===== src/hdl/cpusm_defines.svh =====
/*
  cpusm_defines.svh: constants for the processing-state controller.
  Assumes inclusion by bare name from the hdl/ directory.
*/
`ifndef CPUSM_DEFINES_SVH
`define CPUSM_DEFINES_SVH

// reset exception vector location
`define CPUSM_RST_VEC_ADDR   24'h000000
// count loaded on a watchdog overflow; the reset state lasts one cycle more than this
`define CPUSM_WDT_RST_CYC    4'h4
// reset value of the pin synchronisers {standby_in_n_n, res_n, md2, md1, md0}
`define CPUSM_PIN_SYNC_RST   5'h00
// last byte address of the 24-bit space, plus one
`define CPUSM_ADDR_END       25'h1000000
// operating mode numbers, equal to the pin pattern that selects them
`define CPUSM_MODE_1         3'h1
`define CPUSM_MODE_2         3'h2
`define CPUSM_MODE_3         3'h3
`define CPUSM_MODE_6         3'h6
`define CPUSM_MODE_7         3'h7
`define CPUSM_MODE_NONE      3'h0

`endif


===== src/hdl/cpusm_pkg.sv =====
/*
  cpusm_pkg: types shared by the processing-state controller.
  Assumes nothing beyond a SystemVerilog compiler.
*/
package cpusm_pkg;

  // processing states, one-hot
  typedef enum logic [5:0] {
    CPUSM_ST_RESET  = 6'h01,
    CPUSM_ST_EXCEPT = 6'h02,
    CPUSM_ST_EXEC   = 6'h04,
    CPUSM_ST_BUSREL = 6'h08,
    CPUSM_ST_STOP   = 6'h10,
    CPUSM_ST_HWSTBY = 6'h20
  } cpusm_state_e;

  // memory sequencer states, one-hot
  typedef enum logic [2:0] {
    CPUSM_DP_IDLE  = 3'h1,
    CPUSM_DP_READ  = 3'h2,
    CPUSM_DP_WRITE = 3'h4
  } cpusm_dp_e;

  // memory operations run by the sequencer
  typedef enum logic [2:0] {
    CPUSM_OP_BIT_SET    = 3'h0,
    CPUSM_OP_BIT_CLEAR  = 3'h1,
    CPUSM_OP_BIT_INVERT = 3'h2,
    CPUSM_OP_BIT_STORE  = 3'h3,
    CPUSM_OP_BIT_STINV  = 3'h4,
    CPUSM_OP_BLOCK_MOVE = 3'h5
  } cpusm_op_e;

endpackage : cpusm_pkg


===== src/hdl/cpusm_mode_if.sv =====
/*
  cpusm_mode_if: carries mode pins in and the decoded mode out between
  the controller and its mode decoder. Assumes one shared clock.
*/
`timescale 1ns/10ps
interface cpusm_mode_if;
  logic [2:0] pins;        // synchronised mode pins {hi, mid, lo}
  logic       sample_en;   // high while in reset: capture the mode
  logic       status_rd;   // pulse: latch pins into status
  logic [2:0] mode_num;    // decoded mode, 0 when invalid
  logic       adv_addr;    // advanced addressing
  logic       rom_en;      // on-chip rom enabled
  logic       emul;        // emulation mode
  logic       ext_bus;     // external extended bus forced
  logic       invalid;     // unsupported pin pattern
  logic [2:0] pin_status;  // latched pin levels

  modport dec (input pins, sample_en, status_rd,
               output mode_num, adv_addr, rom_en, emul, ext_bus,
               invalid, pin_status);
  modport ctl (output pins, sample_en, status_rd,
               input mode_num, adv_addr, rom_en, emul, ext_bus,
               invalid, pin_status);
endinterface : cpusm_mode_if


===== src/hdl/cpusm_mode_dec.sv =====
/*
  cpusm_mode_dec: captures the mode pins during reset and decodes the
  operating mode; keeps the pin status latch.
  Assumes pins arrive already synchronised to clock.
*/
`timescale 1ns/10ps
`include "cpusm_defines.svh"
module cpusm_mode_dec
  import cpusm_pkg::*;
#(
  parameter bit HAS_HI_PIN = 1'b1
) (
  input wire logic  clock,      // system clock
  input wire logic  sys_rst,    // async reset, active high
  cpusm_mode_if.dec mif         // pins in, decoded mode out
);

  logic [2:0] mode_ff;
  logic [2:0] status_ff;
  logic [2:0] pins_eff;
  logic       valid;

  function automatic logic mode_ok(input logic [2:0] m);
    mode_ok = (m == `CPUSM_MODE_1) || (m == `CPUSM_MODE_2) ||
              (m == `CPUSM_MODE_3) || (m == `CPUSM_MODE_6) ||
              (m == `CPUSM_MODE_7);
  endfunction : mode_ok

  assign pins_eff = {HAS_HI_PIN ? mif.pins[2] : 1'b0, mif.pins[1:0]};

  always_ff @(posedge clock or posedge sys_rst) begin
    if (sys_rst) begin
      mode_ff <= `CPUSM_MODE_NONE;
    end else if (mif.sample_en) begin
      mode_ff <= pins_eff;
    end
  end

  // status latch, follows pins in reset
  always_ff @(posedge clock or posedge sys_rst) begin
    if (sys_rst) begin
      status_ff <= `CPUSM_MODE_NONE;
    end else if (mif.sample_en || mif.status_rd) begin
      status_ff <= pins_eff;
    end
  end

  assign valid        = mode_ok(mode_ff);
  assign mif.invalid  = !valid;
  assign mif.mode_num = valid ? mode_ff : `CPUSM_MODE_NONE;
  assign mif.ext_bus  = valid && (mode_ff == `CPUSM_MODE_1);
  assign mif.adv_addr = valid && ((mode_ff == `CPUSM_MODE_1) ||
                                  (mode_ff == `CPUSM_MODE_2));
  assign mif.emul     = valid && mode_ff[2];
  assign mif.rom_en   = valid && (mode_ff != `CPUSM_MODE_1);
  assign mif.pin_status = status_ff;
endmodule : cpusm_mode_dec


===== src/hdl/cpusm_ctrl.sv =====
/*
  cpusm_ctrl: processing-state controller of a 16-bit cpu core, with a
  byte sequencer for bit read-modify-write and block moves.
  Assumes reset/standby/mode pins are asynchronous; bus request, memory
  and watchdog signals come from logic on clock.
*/
// Function
// - reset pin low stops all, enters reset
// - interrupts masked in reset state
// - reset exception starts on pin release
// - watchdog overflow enters reset state too
// - exception handling entered from listed sources
// - fetch vector, branch, then execute
// - execute instructions in sequence
// - release bus, halt cpu while granted
// - sleep or standby stops the cpu
// - reset pin low wins except standby
// - standby pin low forces standby always
// - bit ops read byte, modify bit, write
// - block move copies count bytes
// - pins 001 select mode 1
// - pins 010, 011 select modes 2, 3
// - pins 110, 111 select emulation
// - modes 0, 4, 5 not offered
// - missing top mode pin reads zero
// - status bits latch pins on read
`timescale 1ns/10ps
`include "cpusm_defines.svh"
module cpusm_ctrl
  import cpusm_pkg::*;
#(
  parameter bit HAS_HI_PIN = 1'b1,  // package has the top mode pin
  parameter int CNT_W      = 16     // block move count width
) (
  input  wire logic        clock,            // 10 MHz system clock
  input  wire logic        sys_rst,          // async reset, active high
  input  wire logic        chip_reset_in_n,  // reset pin, low active
  input  wire logic        standby_in_n,     // standby pin, low active
  input  wire logic        mode_sel_pin_hi,  // mode pin 2
  input  wire logic        mode_sel_pin_mid, // mode pin 1
  input  wire logic        mode_sel_pin_lo,  // mode pin 0
  input  wire logic        wdt_ovf,          // watchdog overflow pulse
  input  wire logic        bus_req,          // other master wants bus
  output logic             bus_grant,        // bus released to master
  input  wire logic        exc_req,          // trace/irq/trap request
  input  wire logic [23:0] exc_vec_addr,     // vector slot of request
  output logic             exc_ack,          // request taken, pulse
  input  wire logic        sleep_exec,       // sleep instruction pulse
  output logic             vec_rd_req,       // vector read request
  output logic [23:0]      vec_rd_addr,      // vector slot address
  input  wire logic        vec_rd_ack,       // vector read done
  input  wire logic [23:0] vec_rd_data,      // fetched start address
  output logic             exec_step,        // instruction may issue
  input  wire logic        instr_done,       // instruction retired
  input  wire logic [2:0]  instr_len,        // its length in bytes
  output logic [23:0]      pc,               // program counter
  input  wire logic        op_start,         // memory op request
  output logic             op_ready,         // op may be started
  input  wire logic [2:0]  op_kind,          // cpusm_op_e code
  input  wire logic [23:0] op_addr,          // bit op byte / source
  input  wire logic [23:0] op_dst,           // block move destination
  input  wire logic [CNT_W-1:0] op_count,    // block move byte count
  input  wire logic [2:0]  op_bit,           // bit number
  input  wire logic        op_carry,         // carry for bit store
  output logic             op_done,          // op finished, pulse
  output logic             op_range_err,     // move refused, pulse
  output logic             mem_rd_req,       // byte read request
  output logic             mem_wr_req,       // byte write request
  output logic [23:0]      mem_addr,         // byte address
  output logic [7:0]       mem_wdata,        // write byte
  input  wire logic        mem_ack,          // access done
  input  wire logic [7:0]  mem_rdata,        // read byte
  input  wire logic        mode_status_rd,   // mode register read
  output logic [5:0]       cpu_state,        // one-hot state
  output logic             periph_rst,       // peripherals held reset
  output logic             irq_mask,         // all interrupts masked
  output logic [2:0]       mode_num,         // operating mode
  output logic             adv_addr,         // advanced addressing
  output logic             rom_en,           // on-chip rom enabled
  output logic             emul_mode,        // emulation mode
  output logic             ext_bus,          // external bus forced
  output logic             mode_invalid,     // unsupported mode pins
  output logic [2:0]       mode_pin_status   // latched pin levels
);

  generate
    if (CNT_W < 1 || CNT_W > 24) begin : g_bad_cnt
      $error("CNT_W must lie in 1..24");
    end
  endgenerate

  cpusm_state_e   state_ff, nxt_state;
  cpusm_dp_e      dp_ff, nxt_dp;
  logic [4:0]     pin_meta_ff, pin_sync_ff;
  logic [3:0]     wdt_cnt_ff;
  logic [23:0]    vec_addr_ff, pc_ff, src_ff, dst_ff;
  logic [CNT_W-1:0] cnt_ff;
  logic [7:0]     wdata_ff;
  cpusm_op_e      kind_ff;
  logic [2:0]     bit_ff;
  logic           carry_ff, done_ff, err_ff;

  wire rst_pin_n  = pin_sync_ff[3];
  wire standby_in_n_pin_n = pin_sync_ff[4];
  wire st_reset   = (state_ff == CPUSM_ST_RESET);
  wire st_except  = (state_ff == CPUSM_ST_EXCEPT);
  wire st_exec    = (state_ff == CPUSM_ST_EXEC);
  wire st_busrel  = (state_ff == CPUSM_ST_BUSREL);
  wire st_stop    = (state_ff == CPUSM_ST_STOP);
  wire st_hwstby  = (state_ff == CPUSM_ST_HWSTBY);
  wire dp_idle    = (dp_ff == CPUSM_DP_IDLE);
  wire is_move    = (kind_ff == CPUSM_OP_BLOCK_MOVE);
  wire move_req   = (op_kind == CPUSM_OP_BLOCK_MOVE);
  wire [24:0] move_end = {1'b0, op_dst} + 25'(op_count);
  wire op_take    = op_start && op_ready;
  wire exc_take   = exc_req && dp_idle && st_exec;

  function automatic logic [7:0] bit_modify(input cpusm_op_e k,
    input logic [7:0] d, input logic [2:0] b, input logic c);
    logic [7:0] m;
    m = 8'h01 << b;
    case (k)
      CPUSM_OP_BIT_SET:    bit_modify = d | m;
      CPUSM_OP_BIT_CLEAR:  bit_modify = d & ~m;
      CPUSM_OP_BIT_INVERT: bit_modify = d ^ m;
      CPUSM_OP_BIT_STORE:  bit_modify = c ? (d | m) : (d & ~m);
      CPUSM_OP_BIT_STINV:  bit_modify = c ? (d & ~m) : (d | m);
      default:             bit_modify = d;
    endcase
  endfunction : bit_modify

  // two-stage synchronisers for the asynchronous pins
  always_ff @(posedge clock or posedge sys_rst) begin
    if (sys_rst) begin
      pin_meta_ff <= `CPUSM_PIN_SYNC_RST;
      pin_sync_ff <= `CPUSM_PIN_SYNC_RST;
    end else begin
      pin_meta_ff <= {standby_in_n, chip_reset_in_n, mode_sel_pin_hi,
                      mode_sel_pin_mid, mode_sel_pin_lo};
      pin_sync_ff <= pin_meta_ff;
    end
  end

  // main state transitions; standby outranks reset, reset the rest
  always_comb begin
    nxt_state = state_ff;
    if (!standby_in_n_pin_n) begin
      nxt_state = CPUSM_ST_HWSTBY;
    end else if (st_hwstby) begin
      // leaving standby always goes through a full reset
      nxt_state = CPUSM_ST_RESET;
    end else if (!rst_pin_n || wdt_ovf) begin
      nxt_state = CPUSM_ST_RESET;
    end else begin
      case (state_ff)
        CPUSM_ST_RESET: begin
          if (wdt_cnt_ff == 4'h0) nxt_state = CPUSM_ST_EXCEPT;
        end
        CPUSM_ST_EXCEPT: begin
          if (vec_rd_ack) nxt_state = CPUSM_ST_EXEC;
        end
        // leave execution at an op boundary
        CPUSM_ST_EXEC: begin
          if (exc_take) nxt_state = CPUSM_ST_EXCEPT;
          else if (bus_req && dp_idle) nxt_state = CPUSM_ST_BUSREL;
          else if (sleep_exec && dp_idle) nxt_state = CPUSM_ST_STOP;
        end
        CPUSM_ST_BUSREL: begin
          if (!bus_req) nxt_state = CPUSM_ST_EXEC;
        end
        // an interrupt wakes the cpu through exception handling
        CPUSM_ST_STOP: begin
          if (exc_req) nxt_state = CPUSM_ST_EXCEPT;
        end
        default: nxt_state = CPUSM_ST_RESET;
      endcase
    end
  end

  always_ff @(posedge clock or posedge sys_rst) begin
    if (sys_rst) state_ff <= CPUSM_ST_RESET;
    else         state_ff <= nxt_state;
  end

  // watchdog reset stretch, counted down only in reset
  always_ff @(posedge clock or posedge sys_rst) begin
    if (sys_rst) begin
      wdt_cnt_ff <= 4'h0;
    end else if (wdt_ovf && standby_in_n_pin_n && !st_hwstby) begin
      wdt_cnt_ff <= `CPUSM_WDT_RST_CYC;
    end else if (st_reset && wdt_cnt_ff != 4'h0) begin
      wdt_cnt_ff <= wdt_cnt_ff - 4'h1;
    end
  end

  // vector slot chosen on entry to exception handling
  always_ff @(posedge clock or posedge sys_rst) begin
    if (sys_rst) begin
      vec_addr_ff <= `CPUSM_RST_VEC_ADDR;
    end else if (st_reset) begin
      vec_addr_ff <= `CPUSM_RST_VEC_ADDR;
    end else if (nxt_state == CPUSM_ST_EXCEPT && !st_except) begin
      vec_addr_ff <= exc_vec_addr;
    end
  end

  // branch to vector, then step through instructions
  always_ff @(posedge clock or posedge sys_rst) begin
    if (sys_rst) begin
      pc_ff <= 24'h000000;
    end else if (st_except && vec_rd_ack) begin
      pc_ff <= vec_rd_data;
    end else if (exec_step && instr_done) begin
      pc_ff <= pc_ff + 24'(instr_len);
    end
  end

  // sequencer next state: read byte, then write byte
  always_comb begin
    nxt_dp = dp_ff;
    case (dp_ff)
      CPUSM_DP_IDLE: begin
        if (op_take && !(move_req &&
            (op_count == '0 || move_end > `CPUSM_ADDR_END))) begin
          nxt_dp = CPUSM_DP_READ;
        end
      end
      CPUSM_DP_READ: begin
        if (mem_ack) nxt_dp = CPUSM_DP_WRITE;
      end
      CPUSM_DP_WRITE: begin
        if (mem_ack) begin
          if (is_move && cnt_ff != CNT_W'(1)) nxt_dp = CPUSM_DP_READ;
          else nxt_dp = CPUSM_DP_IDLE;
        end
      end
      default: nxt_dp = CPUSM_DP_IDLE;
    endcase
    // reset or standby aborts any transfer in flight
    if (st_reset || st_hwstby) nxt_dp = CPUSM_DP_IDLE;
  end

  always_ff @(posedge clock or posedge sys_rst) begin
    if (sys_rst) dp_ff <= CPUSM_DP_IDLE;
    else         dp_ff <= nxt_dp;
  end

  always_ff @(posedge clock or posedge sys_rst) begin
    if (sys_rst) begin
      kind_ff  <= CPUSM_OP_BIT_SET;
      bit_ff   <= 3'h0;
      carry_ff <= 1'b0;
      src_ff   <= 24'h000000;
      dst_ff   <= 24'h000000;
      cnt_ff   <= '0;
      wdata_ff <= 8'h00;
    end else if (op_take) begin
      kind_ff  <= cpusm_op_e'(op_kind);
      bit_ff   <= op_bit;
      carry_ff <= op_carry;
      src_ff   <= op_addr;
      dst_ff   <= move_req ? op_dst : op_addr;
      cnt_ff   <= op_count;
    end else if (mem_ack && dp_ff == CPUSM_DP_READ) begin
      wdata_ff <= is_move ? mem_rdata :
                  bit_modify(kind_ff, mem_rdata, bit_ff, carry_ff);
    end else if (mem_ack && dp_ff == CPUSM_DP_WRITE && is_move) begin
      src_ff <= src_ff + 24'h000001;
      dst_ff <= dst_ff + 24'h000001;
      cnt_ff <= cnt_ff - CNT_W'(1);
    end
  end

  // completion pulses; a move whose destination runs past the 24-bit end is refused
  always_ff @(posedge clock or posedge sys_rst) begin
    if (sys_rst) begin
      done_ff <= 1'b0;
      err_ff  <= 1'b0;
    end else begin
      done_ff <= (op_take && move_req && op_count == '0) ||
                 (op_take && move_req && move_end > `CPUSM_ADDR_END) ||
                 (dp_ff == CPUSM_DP_WRITE && mem_ack &&
                  nxt_dp == CPUSM_DP_IDLE && !st_reset && !st_hwstby);
      err_ff  <= op_take && move_req && move_end > `CPUSM_ADDR_END;
    end
  end

  // mode decoder hookup
  cpusm_mode_if mif ();
  assign mif.pins      = pin_sync_ff[2:0];
  // mode follows pins only while in reset
  assign mif.sample_en = st_reset;
  assign mif.status_rd = mode_status_rd;

  cpusm_mode_dec #(
    .HAS_HI_PIN (HAS_HI_PIN)
  ) u_mode_dec (
    .clock   (clock),
    .sys_rst (sys_rst),
    .mif     (mif)
  );

  // outputs
  assign cpu_state       = state_ff;
  // peripherals held while in reset or standby
  assign periph_rst      = st_reset || st_hwstby;
  assign irq_mask        = st_reset || st_hwstby;
  assign bus_grant       = st_busrel;
  assign exc_ack         = (exc_take || (st_stop && exc_req)) &&
                           rst_pin_n && standby_in_n_pin_n && !wdt_ovf;
  assign vec_rd_req      = st_except;
  assign vec_rd_addr     = vec_addr_ff;
  // one instruction at a time, only when sequencer is idle
  assign exec_step       = st_exec && dp_idle && !exc_req;
  assign pc              = pc_ff;
  assign op_ready        = st_exec && dp_idle && !exc_req && !bus_req;
  assign op_done         = done_ff;
  assign op_range_err    = err_ff;
  assign mem_rd_req      = (dp_ff == CPUSM_DP_READ);
  assign mem_wr_req      = (dp_ff == CPUSM_DP_WRITE);
  assign mem_addr        = mem_wr_req ? dst_ff : src_ff;
  assign mem_wdata       = wdata_ff;
  assign mode_num        = mif.mode_num;
  assign adv_addr        = mif.adv_addr;
  assign rom_en          = mif.rom_en;
  assign emul_mode       = mif.emul;
  assign ext_bus         = mif.ext_bus;
  assign mode_invalid    = mif.invalid;
  assign mode_pin_status = mif.pin_status;
endmodule : cpusm_ctrl


===== config.mk =====
export PLATFORM = sky130hd
export DESIGN_NAME = cpusm_ctrl
export DESIGN_NICKNAME = d
export VERILOG_FILES = /design/src/hdl/cpusm_pkg.sv /design/src/hdl/cpusm_mode_if.sv /design/src/hdl/cpusm_mode_dec.sv /design/src/hdl/cpusm_ctrl.sv
export VERILOG_INCLUDE_DIRS = /design/src /design/src/hdl
export SDC_FILE = /design/constraint.sdc
export NUM_CORES = 1
export LEC_CHECK = 0
export ABC_AREA = 1
export BUFFER_PORTS_ARGS = -buffer_cell sky130_fd_sc_hd__buf_4
export CAP_MARGIN = 20
export CORE_ASPECT_RATIO = 0.75
export CORE_MARGIN = 8
export CORE_UTILIZATION = 53
export CTS_BUF_LIST = sky130_fd_sc_hd__clkbuf_16
export CTS_CLUSTER_DIAMETER = 60
export DETAILED_ROUTE_END_ITERATION = 8
export PLACE_DENSITY = 0.85
export SETUP_SLACK_MARGIN = 0.4
export SLEW_MARGIN = 5
export SYNTH_ARGS = -nofsm -noshare
export SYNTH_HDL_FRONTEND = slang
export SYNTH_HIERARCHICAL = 1
export SYNTH_SLANG_ARGS = --single-unit

===== constraint.sdc =====
create_clock -name clock -period 11.25 [get_ports clock]
set_input_delay 1.125 -clock clock [delete_from_list [all_inputs] [get_ports clock]]
set_output_delay 1.125 -clock clock [all_outputs]
set_load 0.01 [all_outputs]

* Yosys cells after proc, flatten, opt, wreduce, memory -nomap -nowiden *
Index checks and enable logic that the tools add are counted.

storage, ports and cells
  flip-flop bits (word level) = 158

operators by class
  $lt $le $gt $ge = 1
  bitwise operators = 5
  shift operators = 1
  mux-type cells = 39
  add/subtract/negate cells = 6
  reduce and logical (&&, ||, !) cells = 64
  equal/unequal tests = 25

operators with widths
  cell                                                                   count
  24-bit 2-to-1 mux                                                      12
  6-bit 2-to-1 mux                                                       10
  24-bit by 1-bit adder with 24-bit output, second input constant        2
  16-bit 2-to-1 mux                                                      3
  8-bit one-hot mux with 5 select lines                                  1
  1-bit logical AND                                                      34
  6-bit one-hot mux with 5 select lines                                  1
  24-bit by 16-bit adder with 25-bit output                              1
  25-bit greater-than comparator, second input constant                  1
  24-bit by 3-bit adder with 24-bit output                               1
  8-bit 2-to-1 mux                                                       3
  3-bit equality test, second input constant                             6
  16-bit zero test                                                       1
  16-bit by 1-bit != test with 1-bit output, second input constant       1
  16-bit by 1-bit subtractor with 16-bit output, second input constant   1
  3-bit by 2-bit equality test with 1-bit output, second input constant  5
  3-bit 2-to-1 mux                                                       5
  3-bit by 1-bit equality test with 1-bit output, second input constant  4
  6-bit by 2-bit equality test with 1-bit output, second input constant  2
  1-bit logical OR                                                       11
  1-bit zero test                                                        9
  3-bit one-hot mux with 3 select lines                                  1
  8-bit AND                                                              1
  4-bit 2-to-1 mux                                                       2
  other kinds (19)                                                       23

* Longest topological paths before layout *
Gate-level depths: netlist of run 1.

  depth after elaboration = 14
  depth in mapped cells = 24

* Modules after synthesis *
The synthesis of run 1 kept the hierarchy.

modules (own cells, without submodules)
  module          instances  cells each  area an instance (µm²)
  cpusm_ctrl      1          1631        11344.6
  cpusm_mode_dec  1          40          291.5

* Worst setup path before layout of run 1 *
OpenSTA, ideal clock, no wires.

  path kind = input port to flip-flop
  start = input port op_dst[0]
  end = register done_ff, in the netlist op_done
  buffers on the path = 0
  arrival time = 3060 ps
  slack = 8074 ps
  cell stages on the path = 19
  setup time = 116 ps
  path through = ha_1 > fa_1 > or2_2 > a21oi_1 > nand3_1 > nor2_1 > nand3_1 > nor2_1 > nand2_1 > nor3_2 > nand2_1 > nand2_1 > nand2_1 > nand2_1 > nand2_1 > nand2_1 > nand2_2 > nand2_1 > nand2_1

between the ends
  longest elaborated chain between the ends = 14
  elaborated cells between the ends (all ways) = 16

ends and longest elaborated chain
  item                                             RTL line           text
  start, declared                                  cpusm_ctrl.sv:61   input wire logic [23:0] op_dst,
  24-bit by 16-bit adder with 25-bit output        cpusm_ctrl.sv:114  wire [24:0] move_end = {1'b0, op_dst} + 25'(op_count);
  25-bit greater-than comparator (no source line)  --
  1-bit logical OR (no source line)                --
  1-bit logical AND                                cpusm_ctrl.sv:223  if (op_take && !(move_req &&
  1-bit zero test                                  cpusm_ctrl.sv:223
  1-bit logical AND                                cpusm_ctrl.sv:223
  3-bit 2-to-1 mux                                 cpusm_ctrl.sv:223
  3-bit one-hot mux with 3 select lines            cpusm_ctrl.sv:221  case (dp_ff)
  3-bit 2-to-1 mux                                 cpusm_ctrl.sv:240  if (st_reset || st_hwstby) nxt_dp = CPUSM_DP_IDLE;
  via nxt_dp[0]                                    cpusm_ctrl.sv:93   cpusm_dp_e dp_ff, nxt_dp;
  3-bit by 1-bit equality test with 1-bit output   cpusm_ctrl.sv:283  nxt_dp == CPUSM_DP_IDLE && !st_reset && !st_hwstby);
  1-bit logical AND                                cpusm_ctrl.sv:282  (dp_ff == CPUSM_DP_WRITE && mem_ack &&
  1-bit logical AND (2 in series)                  cpusm_ctrl.sv:283
  1-bit logical OR                                 cpusm_ctrl.sv:280  done_ff <= (op_take && move_req && op_count == '0) ||
  end signal, assigned                             cpusm_ctrl.sv:280
  end, declared                                    cpusm_ctrl.sv:101  logic carry_ff, done_ff, err_ff;

The timed path passes the listed nets, and every way through them passes these cells.
A chain may end at the register's enable or synchronous reset.

* Final worst setup path of run 1 *
  start = register state_ff[2], in the netlist cpu_state[2]
  end = output port irq_mask

between the ends
  longest elaborated chain between the ends = 2
  elaborated cells between the ends (all ways) = 3

ends and longest elaborated chain
  item                                            RTL line            text
  start, declared                                 cpusm_ctrl.sv:92    cpusm_state_e state_ff, nxt_state;
  start signal, assigned                          cpusm_ctrl.sv:182   else state_ff <= nxt_state;
  6-bit by 1-bit equality test with 1-bit output  cpusm_ctrl.sv:105   wire st_reset = (state_ff == CPUSM_ST_RESET);
  via mif.sample_en                               cpusm_mode_if.sv:8  logic sample_en;
  1-bit logical OR                                cpusm_ctrl.sv:307   assign irq_mask = st_reset || st_hwstby;
  end, declared                                   cpusm_ctrl.sv:76    output logic irq_mask,

The timed path passes the listed nets, and every way through them passes these cells.

==> reports/qor.yml, run 1 <==
status: "completed"
yosysSeqAreaShare: 0.340
num_antenna_cells: 0
final_util: 0.655
antenna_found_initial: 0
synth_top_family_by_area: "simple AND/OR/NAND/NOR gates"
worstMarginPinSlew_ns: 1.08
multi_input_area_um2: 6400
p_per_area_nw_per_um2: 102
synth_fa_ha_area_frac: 0.0465
grt_util_all_layers: 0.283
totalWireLength_um: 38900
hold_viol: 0
clk_latency_ns: 0.43
wl_met1_um: 16500
ys_ff_latch: 158
grt_max_degree: 92
area_growth_syn_to_layout_pct: 22.8
clock.fmax_ghz: 0.265
vias: 12500
hpwl_um: 30000
dieArea_um2: 27000
fin_crit_ns: 3.77
post_cts_resized: 0
ff_latch_area_um2: 3960
clock-sinks: 158
setup_slack_ns: 7.48
layout.cells.non_filler: 2201
drt_iter0_markers: 1305
mostFrequentLayoutCell: "nand2_1"
rows: 47
nets: 2083
routed-wl-met3_um: 4170
setup_viol: 0
rsz0062_at_grt: "false"
async_reset_ff_frac: 1.00
fill_cells: 1881
postCtsHoldBufs: 0
vdd_drop_max_v: 0.0000906
initial_utilization: 0.533
route.top_layer_used: "met4"
required_ns: 10.13
setup_tns_ns: 0
synth_cell_types: 50
mostFrequentLayoutCells: "425 x nand2_1, 259 x buf_4, 254 x inv_1"
synth-edff-count: 0
postSynthCellCount: 1671
maxSlewHeadroom: 0.279
crit_type: "reg -> out"
hold_class: "reg -> reg"
cp_max_fo: 29
crit_path_end_kind: "output pin"
post_cts_buffers: 0
port-buffer-count: 253
synth-compound-area-share: 0.164
coreArea_um2: 21800
cts-htree-levels: 4
power_leakage_nw: 7.16
cts_tree: "yes"
post_drt_wl_per_cell_um: 17.7
grt_overflow_total: 0
firstDrtPassIters: 6
clock_skew_ns: 0.0107
syn_area_um2: 11600
report.power.total_mw: 1.46
grt_pass1_vias: 11900
max-clock-path-buffers: 2
numCtsBuffers: 17
cp-start-kind: "flop"
cap_violations: 0
vias_per_cell: 5.70
clk_pin_slew_ns: 0.06
period_share: 0.335
yosys_warnings: 6
slew_viol_final: 0
dpl.cell_count: 2169
cp_data_arrival_time_ns: 2.64
yosys.area_share.simple: 0.318
synth.area.mux_share: 0
ios: 254
chipHeight_um: 144
grt_pass1_wl_um: 62100
ant_nets: 0
dp_slack_ns: 7.15
finalWeightedCongestion: 0.932
layout-drive-gt1-share: 0.207
drc_errors: 0
synth_xor_area_frac: 0.0203
dieWidth_um: 187
root_buffer: "clkbuf_16"
dr_wl_met2_um: 17000
synthesis.nets: 1859
ys.flop_type: "dfrtp_1"
synth_area_per_cell_um2: 6.96
synthesized netlist by cell type (3+ instances only):
cell type | n | share of area
a211oi_1 | 3 | 0.0019
a21oi_1 | 64 | 0.028
a22oi_1 | 20 | 0.013
a311oi_1 | 3 | 0.0023
a31oi_1 | 25 | 0.013
buf_2 | 16 | 0.0069
buf_4 | 6 | 0.0039
buf_6 | 4 | 0.0039
clkbuf_1 | 28 | 0.0090
dfrtp_1 | 156 | 0.34
ha_1 | 40 | 0.043
inv_1 | 255 | 0.082
inv_2 | 13 | 0.0042
nand2_1 | 426 | 0.14
nand2_2 | 10 | 0.0054
nand3_1 | 95 | 0.041
nand3_2 | 20 | 0.017
nand3b_1 | 8 | 0.0052
nand4_1 | 21 | 0.011
nor2_1 | 126 | 0.041
nor2_2 | 15 | 0.0081
nor3_1 | 39 | 0.017
nor3_2 | 7 | 0.0060
nor4_1 | 18 | 0.0097
nor4_4 | 5 | 0.0091
o211ai_1 | 23 | 0.015
o21ai_0 | 121 | 0.052
o21ai_1 | 7 | 0.0030
o21ai_2 | 17 | 0.013
o221ai_1 | 11 | 0.0083
o22ai_1 | 10 | 0.0054
o311ai_0 | 5 | 0.0038
or2_2 | 6 | 0.0032
xnor2_1 | 4 | 0.0030
xor2_1 | 23 | 0.017
worst paths after layout:
| check | startpoint | cells past startpoint | slack, ns | endpoint |
|---|---|---|---|---|
| setup / recovery | cpu_state[2] | 6 | 7.48 | irq_mask |
| hold / removal | pin_meta_ff[3] | 0 | 0.35 | pin_sync_ff[3] |
| setup reg to reg | dp_ff[1] | 11 | 7.56 | src_ff[12] |
| hold reg to reg | pin_meta_ff[3] | 0 | 0.35 | pin_sync_ff[3] |
| max in group asynchronous | sys_rst | 3 | 9.00 | cpu_state[5] |
| min in group asynchronous | sys_rst | 2 | 0.63 | u_mode_dec/mif.pin_status[0] |
area by class of cell:
type,instances,share of cell area
timing repair buffer,260,0.137
clock inverter,14,0.0120
clock buffer,17,0.0298
inverter,268,0.0707
sequential,158,0.277
multi-input combinational,1190,0.448
tap,294,0.0257
flip-flops by register name, indices dropped and copies added, names as in the netlist:
| name | flops |
|---|---|
| pin_sync_ff | 5 |
| op_done | 1 |
| vec_rd_addr | 24 |
| pin_meta_ff | 5 |
| bit_ff | 3 |
| src_ff | 24 |
| carry_ff | 1 |
| u_mode_dec/mode_ff | 3 |
| cpu_state | 6 |
| kind_ff | 3 |
| wdt_cnt_ff | 4 |
| op_range_err | 1 |
| dst_ff | 24 |
| cnt_ff | 16 |
| u_mode_dec/mif.pin_status | 3 |
| pc | 24 |
| mem_wdata | 8 |
| dp_ff | 3 |
worst max-delay path: stages, from the launching register on:
cell	delay [ns]
dfrtp_1	0.45
nor2_2	0.20
inv_2	0.09
nor4_4	0.49
inv_2	0.43
nand2_1	0.37
buf_4	0.19
report_power, final:
part / switching, mW / internal [mW] / total (mW)
clock network: 0.258 / 0.336 / 0.594
logic: 0.145 / 0.109 / 0.254
registers: 0.0170 / 0.593 / 0.610
cells by family after synthesis:
group                    count (synthesis)
AND/OR/NAND/NOR                        805
buffers and inverters                  323
AO/OA/AOI/OAI                          316
flip-flops                             158
adder cells (fa/ha/maj)                 42
XOR/XNOR                                27
stage by stage:
stage	area [um^2]	hold slack, ns
2_1_floorplan	11600	0.331
3_3_place_gp	13700	0.335
3_5_place_dp	13700	0.341
4_1_cts	14300	0.353
5_1_grt	14300	0.367
6_report	14300	0.352
per-layer routing:
metal  vias to the layer above  track usage
met4                         0        0.103
li1                       5951            -
met3                       101       0.0752
met1                      5793        0.380
met2                       693        0.435
met5                         -            0
No activity file was read; power rests on OpenSTA's default activity.
==> run 2: changes to the inputs <==
==> constraint.sdc (replaced) <==
create_clock -name clock -period 3.8 [get_ports clock]
set_input_delay 0.38 -clock clock [delete_from_list [all_inputs] [get_ports clock]]
set_output_delay 0.38 -clock clock [all_outputs]
set_load 0.01 [all_outputs]
==> run 2 against run 1 <==
Sequential cell count did not move. Cell count rose by 0.36%. Critical path depth rose by 7. Die area did not move. Largest cell class unchanged.
==> reports/qor.yml, run 2 (synthesized netlist as in run 1, its figures left out) <==
area_growth_syn_to_layout_pct: 23.3
coreArea_um2: 21800  # unchanged
hold_class: "in -> reg"
dpl.cell_count: 2176  # +0.32%
crit_path_cell_trace: "nor2_2, inv_2, nor4_4, inv_2, buf_4, nand2_1, nand3_2, nor2_2, nand2_1, o21ai_4, buf_4, nand3_1, o21ai_0"
max-clock-path-buffers: 2  # unchanged
hold_slack_ns: 0.0565  # -0.295 ns
mostFrequentLayoutCells: "425 x nand2_1, 265 x buf_4, 254 x inv_1"
maxSlewHeadroom: 0.326  # +0.0473
rows: 47  # unchanged
port-buffer-count: 253  # unchanged
vias: 12400  # -0.88%
antenna_found_initial: 0  # unchanged
ios: 254  # unchanged
crit_path_end_kind: "flop"
dieWidth_um: 187  # unchanged
crit_family: "simple AND/OR/NAND/NOR gates"
root_buffer: "clkbuf_16"
clk_pin_slew_ns: 0.07  # about the same
nets: 2090  # +0.34%
chipHeight_um: 144  # unchanged
dp_slack_ns: 0.846  # -6.31 ns
layout.cells.non_filler: 2209  # +0.36%
dpl_cell_area_um2: 13700  # +0.47%
ant_nets: 0  # unchanged
num_antenna_cells: 0  # unchanged
status: "completed"
cap_violations: 0  # unchanged
cp_data_arrival_time_ns: 3.33  # +0.69 ns
clk_latency_ns: 0.43  # about the same
grt_pass1_wl_um: 61800  # -0.37%
final_util: 0.658  # +0.00235
cts_tree: "yes"
required_ns: 4.15  # -5.98 ns
cpPeakStageDelay_ns: 0.51  # +0.02 ns
hold_viol: 0  # unchanged
setup_tns_ns: 0  # unchanged
setup_viol: 0  # unchanged
grt_pass1_vias: 11700  # -1.1%
p_per_area_nw_per_um2: 299  # +190%
firstDrtPassIters: 8  # +2
worstMarginPinSlew_ns: 1.00  # -0.0761 ns
rsz0062_at_grt: "false"
cp-start-kind: "flop"
finalWeightedCongestion: 0.945  # +1.4%
setup_slack_ns: 0.813  # -6.67 ns
post_drt_wl_per_cell_um: 17.5  # -1.2%
grt_max_degree: 153  # +66%
crit_slowest_cell: "buf_4"
clock_skew_ns: 0.00977  # -0.000953 ns
slew_viol_final: 0  # unchanged
cts-htree-levels: 4  # unchanged
period_share: 0.786
path_buf_inv: 4  # +1
design_area_um2: 14300  # +0.36%
layout-drive-gt1-share: 0.209  # +0.00227
grt_util_all_layers: 0.281  # -0.00240
clock-sinks: 158  # unchanged
grt_overflow_total: 0  # unchanged
numCtsBuffers: 17  # unchanged
drt_iter0_markers: 1189  # -8.9%
cp_max_fo: 48  # +66%
fin_crit_ns: 2.99
initial_utilization: 0.533  # unchanged
drc_errors: 0  # unchanged
mostFrequentLayoutCell: "nand2_1"
report.power.total_mw: 4.30  # +190%
hpwl_um: 29800  # -0.91%
vias_per_cell: 5.63  # -1.2%
dieArea_um2: 27000  # unchanged
power_leakage_nw: 7.19  # +0.43%
crit_type: "reg -> reg"
vdd_drop_max_v: 0.000255  # +180%
totalWireLength_um: 38600  # -0.80%
post_cts_resized: 0  # unchanged
clock.fmax_ghz: 0.335
==> run 2: final timing paths <==
kind,from,to,slack (ns),cells after the start
max,cpu_state[2],vec_rd_addr[6],0.81,13
min,chip_reset_in_n,pin_meta_ff[3],0.06,1
max reg2reg,cpu_state[2],vec_rd_addr[6],0.81,13
min reg2reg,pin_meta_ff[2],pin_sync_ff[2],0.36,0
max in group asynchronous,sys_rst,src_ff[1],2.37,4
min in group asynchronous,sys_rst,u_mode_dec/mif.pin_status[1],0.44,3
==> run 2: cell type report <==
class / count / area [um^2]
Clock buffer: 17 / 425
Clock inverter: 15 / 169
Fill cell: 1847 / 7470
Inverter: 268 / 1010
Multi-Input combinational cell: 1190 / 6400
Sequential cell: 158 / 3960
Tap cell: 294 / 368
Timing Repair Buffer: 267 / 2020
==> run 2: routing by layer <==
layer | part of all wire | vias up | GRT usage
met2 | 0.45 | 670 | 0.443
met3 | 0.096 | 64 | 0.0648
met4 | 0.024 | 0 | 0.0875
met1 | 0.43 | 5737 | 0.379
met5 | 0 | - | 0
li1 | - | 5957 | -
==> run 2: worst register-to-register path, delay by kind of cell, from the launching register on <==
kind / cells / cell delay, ns
AO/OA/AOI/OAI: 2 / 0.24
buffers and inverters: 4 / 0.93
AND/OR/NAND/NOR: 7 / 1.31
flip-flops: 1 / 0.44
==> run 2: where the power goes <==
part | switching [mW] | internal (mW) | leakage (nW)
Combinational | 0.433 | 0.326 | 4.99
Clock | 0.838 | 0.892 | 0.293
Sequential | 0.0527 | 1.76 | 1.91
Total | 1.32 | 2.97 | 7.19
==> run 2: timing repair <==
item                                   CTS  global route
hold buffers                             1             0
endpoints found under the hold margin    6             0
buffers inserted                         0             0
